==> config.mk <==
export PLATFORM = sky130hd
export DESIGN_NAME = pfb_enter
export DESIGN_NICKNAME = d
export VERILOG_FILES = /design/src/core/pfb_pkg.sv /design/src/core/pfb_enter.sv
export VERILOG_INCLUDE_DIRS = /design/src /design/src/core
export SDC_FILE = /design/constraint.sdc
export NUM_CORES = 1
export LEC_CHECK = 0
export BUFFER_PORTS_ARGS = -buffer_cell sky130_fd_sc_hd__buf_2
export CAP_MARGIN = 0
export CORE_MARGIN = 4
export CORE_UTILIZATION = 60
export CTS_BUF_LIST = sky130_fd_sc_hd__clkbuf_8 sky130_fd_sc_hd__clkbuf_16
export CTS_CLUSTER_SIZE = 40
export DETAILED_ROUTE_END_ITERATION = 6
export HOLD_SLACK_MARGIN = 0.02
export PLACE_DENSITY = 0.86
export SYNTH_ARGS = -nofsm -noshare
export SYNTH_HDL_FRONTEND = slang
export SYNTH_SLANG_ARGS = --single-unit
==> constraint.sdc <==
create_clock -name clock -period 6.72 [get_ports clock]
set_clock_uncertainty 0.05 [all_clocks]
set_input_delay 1.68 -clock clock [delete_from_list [all_inputs] [get_ports clock]]
set_output_delay 1.68 -clock clock [all_outputs]
set_load 0.05 [all_outputs]
==> src/core/pfb_map.svh <==
// Constants for the procedure frame builder
`ifndef PFB_MAP_SVH
`define PFB_MAP_SVH
`define PFB_OPCODE       16'h7A05
`define PFB_TOP_EXT      4'hD
`define PFB_TOP_CMP      4'hE
`define PFB_TRAP_BIT     15
`define PFB_LOW_SPLIT    4'h8
`define PFB_LOW_BASE     5'h10
`define PFB_STEP_WORD    32'h00000002
`define PFB_STEP_LONG    32'h00000004
`define PFB_WORD_MASK    32'h0000FFFF
`define PFB_RST_WORD16   16'h0000
`define PFB_RST_WORD32   32'h00000000
`endif

==> src/core/pfb_pkg.sv <==
// Types for the procedure frame builder
package pfb_pkg;
  typedef enum logic [3:0] {
    PFB_IDLE   = 4'b0000,
    PFB_MASK   = 4'b0001,
    PFB_SIZE   = 4'b0010,
    PFB_SCAN   = 4'b0011,
    PFB_RDREG  = 4'b0100,
    PFB_PUSH   = 4'b0101,
    PFB_FP     = 4'b0110,
    PFB_XMASK  = 4'b0111,
    PFB_ZERO   = 4'b1000,
    PFB_FINISH = 4'b1001
  } pfb_state_t;
  typedef enum logic {
    PFB_SZ_WORD = 1'b0,
    PFB_SZ_LONG = 1'b1
  } pfb_size_t;
endpackage

==> src/core/pfb_enter.sv <==
// Procedure-entry sequencer: register saves, frame build, local space
//
// Operation
// [RULE1] Opcode word 7A05 is followed by a mask word, then a size word.
// [RULE2] Each mask bit set to one pushes its longword register.
// [RULE3] Top index 13 extended, 14 compact; saves run downward to 0.
// [RULE4] Bits 0-7 select register 2i+16; bits 8 up select 2i-16.
// [RULE5] Mask bit 15 selects no register; it is the new trap enable.
// [RULE6] Exit mask is entry mask with bit 15 set to old trap enable.
// [RULE7] Compact: after saves push word frame pointer, then exit mask.
// [RULE8] Compact: after exit mask push a zero word handler pointer.
// [RULE9] Extended: after saves push longword frame pointer, then mask.
// [RULE10] Extended: after exit mask push a zero longword.
// [RULE11] Frame pointer then takes the stack pointer, at handler slot.
// [RULE12] Compact: size word is added to the word stack pointer.
// [RULE13] Extended: size word is sign-extended before the add.
// [RULE14] Last step writes trap enable with entry mask bit 15.
// [RULE15] No condition flags change and no exception is raised.
`timescale 1ns/1ps
`include "pfb_map.svh"

module pfb_enter
  import pfb_pkg::*;
(
  // Clock and reset
  input  wire logic        clock,
  input  wire logic        resetn,
  // Instruction word stream
  input  wire logic        iw_valid,
  input  wire logic [15:0] iw_data,
  output logic             iw_ready,
  // Processor state at entry
  input  wire logic        extended_addressing_select,
  input  wire logic        overflow_trap_enable,
  input  wire logic [31:0] frame_pointer,
  input  wire logic [31:0] stack_pointer,
  // Register file read port, data in the same cycle as request
  output logic             rf_rd_req,
  output logic [4:0]       rf_rd_idx,
  input  wire logic [31:0] rf_rd_data,
  // Stack write port
  output logic             mem_req,
  output logic [31:0]      mem_addr,
  output logic [31:0]      mem_wdata,
  output logic             mem_long,
  input  wire logic        mem_ack,
  // Processor state updates
  output logic             fp_we,
  output logic [31:0]      fp_wdata,
  output logic             sp_we,
  output logic [31:0]      sp_wdata,
  output logic             trap_we,
  output logic             trap_wdata,
  // Status
  output logic             busy,
  output logic             done
);

  pfb_state_t  state_q;
  pfb_state_t  ret_q;
  logic        ext_q;
  logic        old_trap_q;
  logic [15:0] mask_q;
  logic [15:0] siz_q;
  logic [3:0]  idx_q;
  logic [31:0] sp_q;
  logic [31:0] fp_q;
  logic [31:0] push_data_q;
  pfb_size_t   push_size_q;
  logic        iw_ready_q;
  logic        rf_rd_req_q;
  logic [4:0]  rf_rd_idx_q;
  logic        mem_req_q;
  logic [31:0] mem_addr_q;
  logic        fp_we_q;
  logic [31:0] fp_wdata_q;
  logic        sp_we_q;
  logic [31:0] sp_wdata_q;
  logic        trap_we_q;
  logic        trap_wdata_q;
  logic        done_q;
  logic        busy_q;

  logic [31:0] step;
  logic [31:0] siz_ext;
  logic [4:0]  reg_num;
  logic        iw_take;

  assign iw_take = iw_valid && iw_ready_q;
  assign step = (push_size_q == PFB_SZ_LONG) ? `PFB_STEP_LONG
                                             : `PFB_STEP_WORD;
  // Compact mode keeps the pointer within its 16-bit word
  assign siz_ext = ext_q ? {{16{siz_q[15]}}, siz_q}          // RULE13
                         : {`PFB_RST_WORD16, siz_q};          // RULE12

  // Register number from mask index
  always_comb
  begin
    if (idx_q < `PFB_LOW_SPLIT)
      reg_num = 5'({idx_q, 1'b0}) + `PFB_LOW_BASE;            // RULE4
    else
      reg_num = 5'({idx_q, 1'b0}) - `PFB_LOW_BASE;            // RULE4
  end

  // Sequencer
  always_ff @(posedge clock or negedge resetn)
  begin
    if (!resetn)
    begin
      state_q     <= PFB_IDLE;
      ret_q       <= PFB_IDLE;
      ext_q       <= 1'b0;
      old_trap_q  <= 1'b0;
      mask_q      <= `PFB_RST_WORD16;
      siz_q       <= `PFB_RST_WORD16;
      idx_q       <= 4'h0;
      sp_q        <= `PFB_RST_WORD32;
      fp_q        <= `PFB_RST_WORD32;
      push_data_q <= `PFB_RST_WORD32;
      push_size_q <= PFB_SZ_WORD;
      busy_q      <= 1'b0;
    end
    else
    begin
      case (state_q)
        PFB_IDLE:
        begin
          // Other opcodes are consumed and left to other units
          if (iw_take && iw_data == `PFB_OPCODE)               // RULE1
          begin
            state_q    <= PFB_MASK;
            busy_q     <= 1'b1;
            ext_q      <= extended_addressing_select;
            old_trap_q <= overflow_trap_enable;
            sp_q       <= stack_pointer;
            fp_q       <= frame_pointer;
          end
        end
        PFB_MASK:
        begin
          if (iw_take)                                         // RULE1
          begin
            mask_q  <= iw_data;
            state_q <= PFB_SIZE;
          end
        end
        PFB_SIZE:
        begin
          if (iw_take)                                         // RULE1
          begin
            siz_q   <= iw_data;
            idx_q   <= ext_q ? `PFB_TOP_EXT : `PFB_TOP_CMP;   // RULE3
            state_q <= PFB_SCAN;
          end
        end
        PFB_SCAN:
        begin
          // One index per cycle; bit 15 is never scanned
          if (mask_q[idx_q])                                   // RULE2
            state_q <= PFB_RDREG;
          else if (idx_q == 4'h0)
            state_q <= PFB_FP;
          else
            idx_q <= idx_q - 4'h1;                             // RULE3
        end
        PFB_RDREG:
        begin
          if (rf_rd_req_q)
          begin
            push_data_q <= rf_rd_data;
            push_size_q <= PFB_SZ_LONG;
            state_q     <= PFB_PUSH;
            ret_q       <= (idx_q == 4'h0) ? PFB_FP : PFB_SCAN;
            if (idx_q != 4'h0)
              idx_q <= idx_q - 4'h1;                           // RULE3
          end
        end
        PFB_FP:
        begin
          push_data_q <= ext_q ? fp_q : (fp_q & `PFB_WORD_MASK);
          push_size_q <= ext_q ? PFB_SZ_LONG : PFB_SZ_WORD;   // RULE7 RULE9
          state_q     <= PFB_PUSH;
          ret_q       <= PFB_XMASK;
        end
        PFB_XMASK:
        begin
          push_data_q <= {`PFB_RST_WORD16, old_trap_q,
                          mask_q[`PFB_TRAP_BIT-1:0]};          // RULE6
          push_size_q <= PFB_SZ_WORD;                          // RULE7 RULE9
          state_q     <= PFB_PUSH;
          ret_q       <= PFB_ZERO;
        end
        PFB_ZERO:
        begin
          push_data_q <= `PFB_RST_WORD32;                      // RULE8 RULE10
          push_size_q <= ext_q ? PFB_SZ_LONG : PFB_SZ_WORD;   // RULE8 RULE10
          state_q     <= PFB_PUSH;
          ret_q       <= PFB_FINISH;
        end
        PFB_PUSH:
        begin
          if (mem_req_q && mem_ack)
          begin
            sp_q    <= mem_addr_q;
            state_q <= ret_q;
          end
        end
        PFB_FINISH:
        begin
          state_q <= PFB_IDLE;
          busy_q  <= 1'b0;
        end
        default:
        begin
          state_q <= PFB_IDLE;
          busy_q  <= 1'b0;
        end
      endcase
    end
  end

  // Instruction stream handshake
  always_ff @(posedge clock or negedge resetn)
  begin
    if (!resetn)
      iw_ready_q <= 1'b0;
    else if (iw_take && (state_q == PFB_SIZE))
      iw_ready_q <= 1'b0;
    else
      iw_ready_q <= (state_q == PFB_IDLE) || (state_q == PFB_MASK)
                    || (state_q == PFB_SIZE);
  end

  // Register file read
  always_ff @(posedge clock or negedge resetn)
  begin
    if (!resetn)
    begin
      rf_rd_req_q <= 1'b0;
      rf_rd_idx_q <= 5'h00;
    end
    else
    begin
      rf_rd_req_q <= (state_q == PFB_SCAN) && mask_q[idx_q]; // RULE2
      if ((state_q == PFB_SCAN) && mask_q[idx_q])
        rf_rd_idx_q <= reg_num;                                // RULE4
    end
  end

  // Stack write: predecrement, request held until acknowledged
  always_ff @(posedge clock or negedge resetn)
  begin
    if (!resetn)
    begin
      mem_req_q  <= 1'b0;
      mem_addr_q <= `PFB_RST_WORD32;
    end
    else if (state_q == PFB_PUSH)
    begin
      if (!mem_req_q)
      begin
        mem_req_q  <= 1'b1;
        mem_addr_q <= ext_q ? (sp_q - step)
                            : ((sp_q - step) & `PFB_WORD_MASK);
      end
      else if (mem_ack)
        mem_req_q <= 1'b0;
    end
  end

  // Architectural updates, written together on the last cycle
  always_ff @(posedge clock or negedge resetn)
  begin
    if (!resetn)
    begin
      fp_we_q      <= 1'b0;
      fp_wdata_q   <= `PFB_RST_WORD32;
      sp_we_q      <= 1'b0;
      sp_wdata_q   <= `PFB_RST_WORD32;
      trap_we_q    <= 1'b0;
      trap_wdata_q <= 1'b0;
      done_q       <= 1'b0;
    end
    else
    begin
      fp_we_q   <= (state_q == PFB_FINISH);
      sp_we_q   <= (state_q == PFB_FINISH);
      trap_we_q <= (state_q == PFB_FINISH);
      // No flag or exception output exists; completion only signals done
      done_q    <= (state_q == PFB_FINISH);                   // RULE15
      if (state_q == PFB_FINISH)
      begin
        fp_wdata_q   <= sp_q;                                  // RULE11
        sp_wdata_q   <= ext_q ? (sp_q + siz_ext)               // RULE13
                              : ((sp_q + siz_ext) & `PFB_WORD_MASK); // RULE12
        trap_wdata_q <= mask_q[`PFB_TRAP_BIT];                 // RULE5 RULE14
      end
    end
  end

  assign iw_ready   = iw_ready_q;
  assign rf_rd_req  = rf_rd_req_q;
  assign rf_rd_idx  = rf_rd_idx_q;
  assign mem_req    = mem_req_q;
  assign mem_addr   = mem_addr_q;
  assign mem_wdata  = push_data_q;
  assign mem_long   = push_size_q;
  assign fp_we      = fp_we_q;
  assign fp_wdata   = fp_wdata_q;
  assign sp_we      = sp_we_q;
  assign sp_wdata   = sp_wdata_q;
  assign trap_we    = trap_we_q;
  assign trap_wdata = trap_wdata_q;
  // Registered so the port never glitches on state decode
  assign busy       = busy_q;
  assign done       = done_q;

endmodule

# After elaboration in Yosys (flattened, before gate mapping)
# Index checks and enable logic that the tools add are counted.
# totals
ff_bits	250
word_cells	115
# op_classes
addsub	5
n_mux	39
n_lt_le_gt_ge	2
n_bitwise	2
reduce_logical	27
n_eq_ne	19
# ops
operator	n
32-bit two-way mux	7
32-bit one-hot mux with 4 select lines	1
32-bit one-hot mux with 2 select lines	1
4-bit two-way mux	13
32-bit adder	1
32-bit by 3-bit subtractor with 32-bit output	1
4-bit one-hot mux with 7 select lines	1
16-bit by 15-bit == test with 1-bit output (second input constant)	1
4-bit by 3-bit == test with 1-bit output (second input constant)	4
2-bit inequality test (second input constant)	8
4-bit one-hot mux with 4 select lines	1
2-bit AND reduction	7
4-bit one-hot mux with 3 select lines	1
6-bit AND reduction	2
4-bit by 2-bit == test with 1-bit output (second input constant)	2
4-bit == test (second input constant)	2
4-bit zero test	2
4-bit nonzero test	2
8-bit OR reduction	1
1-bit two-way mux	7
3-bit two-way mux	2
3-bit nonzero test	2
5-bit adder (second input constant)	1
1-bit logical AND	5
17 further kinds	19

# Depth between registers and ports, before layout
# Gate-level depths: netlist of run 1.
# logic_depth
depth_word	4
ltp_mapped	10
ltp_nobuf	10

# Worst setup path after synthesis of run 1
# Ideal clock, no wire load.
# synth_timing
path_type	input to register
start	input iw_data[1]
end	register ext_q
setup_time_ns	0.125
stages	5
arrival_ns	3.374
setup_slack_ns	3.172
cell_sequence	nor4bb_1 nand3_1 nor4_2 clkbuf_1 mux2_2
# synth_via
elab_chain_len	3
# synth_rtl
element	line_no	rtl
start: declaration	pfb_enter.sv:30	input wire logic [15:0] iw_data,
16-bit by 15-bit == test with 1-bit output (no source line)	-	
1-bit logical AND (no source line)	-	
2-bit AND reduction (no source line)	-	
end signal: assignment	pfb_enter.sv:133	ext_q <= extended_addressing_select;
end: declaration	pfb_enter.sv:61	logic ext_q;
# No other way between the ends.
# A chain may end at the register's enable or synchronous reset.

# Worst setup path in the final report of run 1
# layout_timing
start	register state_q[0]
end	register sp_wdata_q[28] (netlist: sp_wdata[28])
# layout_via
elab_chain_len	1
# layout_rtl
element	line_no	rtl
start: declaration	pfb_enter.sv:59	pfb_state_t state_q;
start signal: assignment	pfb_enter.sv:205	state_q <= ret_q;
4-bit == test	pfb_enter.sv:291	if (state_q == PFB_FINISH)
end signal: assignment	pfb_enter.sv:279	sp_wdata_q <= `PFB_RST_WORD32;
end signal: assignment	pfb_enter.sv:294	sp_wdata_q <= ext_q ? (sp_q + siz_ext)
end: declaration	pfb_enter.sv:78	logic [31:0] sp_wdata_q;
# No other way between the ends.

==> results_dict.tcl, run 1 <==
set metrics [dict create \
    status "finished with violations" \
    violations "design-rule violations" \
    cp_max_fo 85 \
    ys_async_sr_fraction_pct 100 \
    pin_count 261 \
    cp_data_required_time_ns 7.13 \
    dr.pass1.iters 7 \
    ys.flop_type "dfrtp_1" \
    setup_viol 0 \
    ff_latch_area_um2 6230 \
    fp-row-count 52 \
    antenna_found_initial 0 \
    synth-seq-cells 249 \
    syn_area_um2 12600 \
    cts_buffers 26 \
    layout_common_cells "258 x buf_2, 249 x dfrtp_1, 247 x nand2_1, 107 x o21ai_0, 94 x nor2_1" \
    multi_input_area_um2 5980 \
    synth_edf_count 0 \
    avgViaCountPerCell 6.10 \
    tns_ns 0 \
    ir_drop_v 0.000342 \
    drv_slew 0 \
    ant_nets 0 \
    cts-resized-gates 0 \
    remaining_drc_errors 6 \
    wirelength_um 35600 \
    fin_crit_ns 3.55 \
    syn_nets 1451 \
    post-cts-setup-buffer-count 0 \
    max_freq_ghz 0.282 \
    diodes 0 \
    areaGrowthSynthToFinish_pct 17.9 \
    path_class "flop to flop" \
    dp_hpwl_um 25300 \
    gp_congestion 0.980 \
    min_path_type "flop to flop" \
    cp-start-kind "flop" \
    coreArea_um2 20400 \
    grt_pass1_wl_um 56700 \
    dieArea_um2 23400 \
    cts_tree "done" \
    detail_route.iter0.violations 1008 \
    num_vias 11000 \
    cp.arrival_ns 3.96 \
    final_cell_area_um2 14900 \
    cap_viol_max_count 0 \
    synth_area_leaders "dfrtp_1 49%, nand2_1 7.4%, mux2_2 6.0%, o21ai_0 4.2%, mux2i_1 3.2%" \
    synth_top_cell_by_area "dfrtp_1" \
    cts_root_buf "clkbuf_16" \
    cts.sinks 249 \
    min_period_over_period_pct 52.8 \
    wl_per_cell_um 19.8 \
    initial_core_util_pct 61.7 \
    yosysTopAreaCellShare_pct 49.4 \
    nets 1656 \
    cts_max_level 1 \
    drive_gt1_share_pct 25.6 \
    die_width_um 153 \
    post-place-cells 1759 \
    grt_pass1_vias 10600 \
    slew-limit-headroom_pct 14.6 \
    ys_seq_area_share_pct 49.4 \
    layout_commonest_cell "buf_2" \
    grt_setup_unrepaired "false" \
    final_core_util_pct 72.7 \
    nFillCells 1467 \
    path_clk_slew_ns 0.06 \
    synth_cell_types 71 \
    finalPower_mw 7.94 \
    cp-end-kind "flop" \
    clk_latency_ns 0.53 \
    cts_buffer_depth 3 \
    worstMarginPinSlew_ns 1.27 \
    hold_viol 0 \
    synthesis.yosys.warnings 0 \
    place_area_um2 14000 \
    grt_start_max_net_pins 131 \
    track_usage_pct 29.4 \
    synthCells 1312 \
    grt-ovfl-total 0 \
    port_buffers 259 \
    stdcell_count 1803 \
    powerDensity_nw_per_um2 535 \
    leakage_nw 7.20 \
    dieHeight_um 153 \
    synth_area_per_cell_um2 9.61 \
    cts_hold_buf 0 \
]
## worst paths after layout
kind                                          start                       end  slack, ns  depth (start not counted)
max                          state_q[0]$_DFFE_PN0P_  sp_wdata[28]$_DFFE_PN0P_       3.17                          8
min                        fp_wdata[15]$_DFFE_PN0P_  fp_wdata[15]$_DFFE_PN0P_       0.42                          2
max reg2reg                  state_q[0]$_DFFE_PN0P_  sp_wdata[28]$_DFFE_PN0P_       3.17                          8
min reg2reg                fp_wdata[15]$_DFFE_PN0P_  fp_wdata[15]$_DFFE_PN0P_       0.42                          2
max in group asynchronous                    resetn     mask_q[3]$_DFFE_PN0P_       4.25                          2
min in group asynchronous                    resetn  fp_wdata[24]$_DFFE_PN0P_       1.15                          1
## cell usage after synthesis, types with 5 or more instances
library cell  count
and2_1            5
a222oi_1         16
nand2_1         247
ha_1             19
mux4_2            5
clkbuf_1         81
a22oi_1          20
mux2i_1          40
a21oi_1          77
o21ai_1          11
buf_4             6
nor3_1           17
nand2b_1          7
nor4_1           10
mux2_2           67
nor2_1           95
dfrtp_1         249
and3_1           11
nand3_1          23
xnor2_1          41
nand4_1          11
o211ai_1          5
a31oi_1          13
a21o_1            9
o21ai_0         107
inv_1            15
nor2b_1           6
xor2_1           22
or3_1             5
## state kept, by name (all words and copies together), names as in the netlist, 16 cells and up
signal,cells
siz_q,16
fp_wdata,32
mem_wdata,32
mask_q,16
sp_q,32
mem_addr,32
fp_q,32
sp_wdata,32
## layer usage
layer	share of wire, %	up-vias	global-route usage (%)	routed length (um)
li1	-	5005	-	-
met1	41	5276	40.7	14500
met5	0	-	0	0
met4	4.2	0	10.9	1500
met2	47	596	47.7	16900
met3	7.6	116	4.35	2710
## kinds of logic after synthesis
logic type	Yosys count	synth area share (%)
xor+xnor	63	4.38
buf+inv	110	3.54
compound gates	296	14.1
other cells	1	0.0297
flops	249	49.4
simple gates	460	16.2
mux	112	10.1
fa+ha+maj	21	2.20
## per-stage QoR
stage               hold slack, ns  worst slack, ns
floorplan                    0.400             3.17
global placement             0.403             2.93
detailed placement           0.407             2.83
CTS                          0.424             3.19
global route                 0.443             2.96
finish                       0.420             3.17
## layout make-up
class,count,share of cell area (%)
Inverter,17,0.446
Tap cell,270,2.27
Timing Repair Buffer,270,9.43
Clock inverter,10,0.488
Sequential cell,249,41.9
Multi-Input combinational cell,953,40.2
Clock buffer,34,5.20
## report_power, final
part | switching (mW) | leakage (nW) | total [mW] | internal (mW)
sequential | 0.673 | 3.18 | 2.68 | 2.01
combinational | 2.64 | 3.59 | 3.85 | 1.21
clock | 0.573 | 0.440 | 1.41 | 0.836
total | 3.88 | 7.20 | 7.94 | 4.06
## critical path, stage by stage, from the launching register on
cell     delay, ns
dfrtp_1       0.82
nand2_1       0.35
or2_2         0.36
buf_4         0.37
inv_1         0.13
buf_4         0.40
nand2_1       0.43
or3_1         0.47
nand3_1       0.08
(Power assumes the default switching activity.)
==> run 2, diff against run 1 <==
--- a/config.mk
+++ b/config.mk
@@ -9,12 +9,12 @@
 export BUFFER_PORTS_ARGS = -buffer_cell sky130_fd_sc_hd__buf_2
 export CAP_MARGIN = 0
 export CORE_MARGIN = 4
-export CORE_UTILIZATION = 60
+export CORE_UTILIZATION = 55
 export CTS_BUF_LIST = sky130_fd_sc_hd__clkbuf_8 sky130_fd_sc_hd__clkbuf_16
 export CTS_CLUSTER_SIZE = 40
 export DETAILED_ROUTE_END_ITERATION = 6
 export HOLD_SLACK_MARGIN = 0.02
-export PLACE_DENSITY = 0.86
+export PLACE_DENSITY = 0.8
 export SYNTH_ARGS = -nofsm -noshare
 export SYNTH_HDL_FRONTEND = slang
 export SYNTH_SLANG_ARGS = --single-unit
==> constraint.sdc (replaced) <==
create_clock -name clock -period 3.4 [get_ports clock]
set_clock_uncertainty 0.05 [all_clocks]
set_input_delay 0.85 -clock clock [delete_from_list [all_inputs] [get_ports clock]]
set_output_delay 0.85 -clock clock [all_outputs]
set_load 0.05 [all_outputs]
==> results_dict.tcl, run 2 (same netlist as run 1, synthesis figures left out) <==
set metrics [dict create \
    wirelength_um 35600 \
    initial_core_util_pct 55.9 \
    path_class "flop to flop" \
    grt_pass1_wl_um 57500 \
    cts_max_level 1 \
    track_usage_pct 27.5 \
    dr.pass1.iters 7 \
    cp_max_fo 5 \
    setup_viol 0 \
    ir_drop_v 0.000563 \
    place_area_um2 14200 \
    dp_hpwl_um 26200 \
    grt-ovfl-total 0 \
    gp_congestion 0.953 \
    path_clk_slew_ns 0.06 \
    cts_root_buf "clkbuf_16" \
    grt_start_max_net_pins 75 \
    num_vias 10800 \
    grt_pass1_vias 10500 \
    nFillCells 1839 \
    cp_slowest_cell "a31oi_1" \
    cts_hold_buf 0 \
    cts_buffers 26 \
    cp_data_required_time_ns 3.75 \
    min_period_over_period_pct 90.2 \
    cp.arrival_ns 3.42 \
    tns_ns 0 \
    layout_common_cells "258 x buf_2, 249 x dfrtp_1, 247 x nand2_1, 107 x o21ai_0, 94 x nor2_1" \
    drive_gt1_share_pct 26.4 \
    drv_slew 0 \
    min_path_type "input port to async pin" \
    cp_cell_sequence "ha_1, fa_1, a21oi_1, o21ai_0, a21oi_1, nor2_1, a31oi_1, o31ai_1, xnor2_1, o21ai_0" \
    pin_count 261 \
    areaGrowthSynthToFinish_pct 19.5 \
    status "finished with violations" \
    fp-row-count 55 \
    wl_per_cell_um 19.4 \
    dieArea_um2 25400 \
    ff_latch_area_um2 6230 \
    cp-start-kind "flop" \
    die_width_um 159 \
    port_buffers 259 \
    clk_latency_ns 0.54 \
    layout_commonest_cell "buf_2" \
    antenna_found_initial 1 \
    ant_nets 0 \
    leakage_nw 7.29 \
    pre_cts_slack_ns 0.454 \
    dieHeight_um 159 \
    worstMarginPinSlew_ns 0.972 \
    violations "design-rule violations" \
    r2r_slack_ns 0.33 \
    cap_viol_max_count 0 \
    cp-end-kind "flop" \
    final_core_util_pct 66.7 \
    slew-limit-headroom_pct 34.6 \
    coreArea_um2 22600 \
    cts-resized-gates 0 \
    finalPower_mw 15.9 \
    post-cts-setup-buffer-count 0 \
    detail_route.iter0.violations 903 \
    hold_viol 0 \
    setup_slack_ns 0.333 \
    max_freq_ghz 0.326 \
    cts_buffer_depth 3 \
    final_cell_area_um2 15100 \
    cts.sinks 249 \
    powerDensity_nw_per_um2 1050 \
    worst_path_largest_cell_delay_ns 0.56 \
    grt_setup_unrepaired "false" \
    avgViaCountPerCell 5.87 \
    multi_input_area_um2 5980 \
    remaining_drc_errors 5 \
    nets 1670 \
    fin_crit_ns 3.07 \
    cts_tree "done" \
    diodes 0 \
]
## run 2: worst max-delay path, delay by kind of cell, from the launching register on
| family | cells | cell delay, ns |
|---|---|---|
| AO/OA/AOI/OAI | 6 | 1.50 |
| AND/OR/NAND/NOR | 1 | 0.12 |
| flip-flops | 1 | 0.43 |
| XOR/XNOR | 1 | 0.18 |
| adder cells (fa/ha/maj) | 2 | 0.65 |
## run 2: report_power, final
part,internal (mW),switching [mW]
Sequential,3.98,1.24
Combinational,2.45,5.28
Clock,1.75,1.18
## run 2: routing by layer
layer | global-route usage [%] | vias to the layer above | share of wire (%)
li1 | - | 5033 | -
met1 | 39.8 | 5245 | 44
met2 | 44.4 | 415 | 48
met3 | 3.81 | 71 | 6.0
met4 | 7.02 | 2 | 2.4
met5 | 0 | - | 0.037
## run 2: cell type report
type | count | area share (%)
well taps | 285 | 2.37
repair buffers | 284 | 10.3
flip-flops and latches | 249 | 41.4
clock buffers | 32 | 4.87
clock inverters | 13 | 1.01
multi-input cells | 953 | 39.7
inverters | 17 | 0.440
## run 2: worst paths after layout
check | depth (start not counted) | from | end
hold / removal | 1 | resetn | fp_wdata[26]$_DFFE_PN0P_
hold reg to reg | 2 | fp_wdata[22]$_DFFE_PN0P_ | fp_wdata[22]$_DFFE_PN0P_
min in group clock | 2 | fp_wdata[22]$_DFFE_PN0P_ | fp_wdata[22]$_DFFE_PN0P_
setup reg to reg | 10 | sp_q[0]$_DFFE_PN0P_ | sp_wdata[22]$_DFFE_PN0P_
setup / recovery | 10 | sp_q[0]$_DFFE_PN0P_ | sp_wdata[22]$_DFFE_PN0P_
max in group asynchronous | 2 | resetn | fp_q[25]$_DFFE_PN0P_
## run 2: through the flow
stage / hold WS, ns / std cells
final: 0.245 / 1833
after global routing: 0.270 / 1833
after CTS: 0.254 / 1833
after detailed placement: 0.409 / 1788
after global placement: 0.404 / 1788
after floorplan: 0.400 / 1312
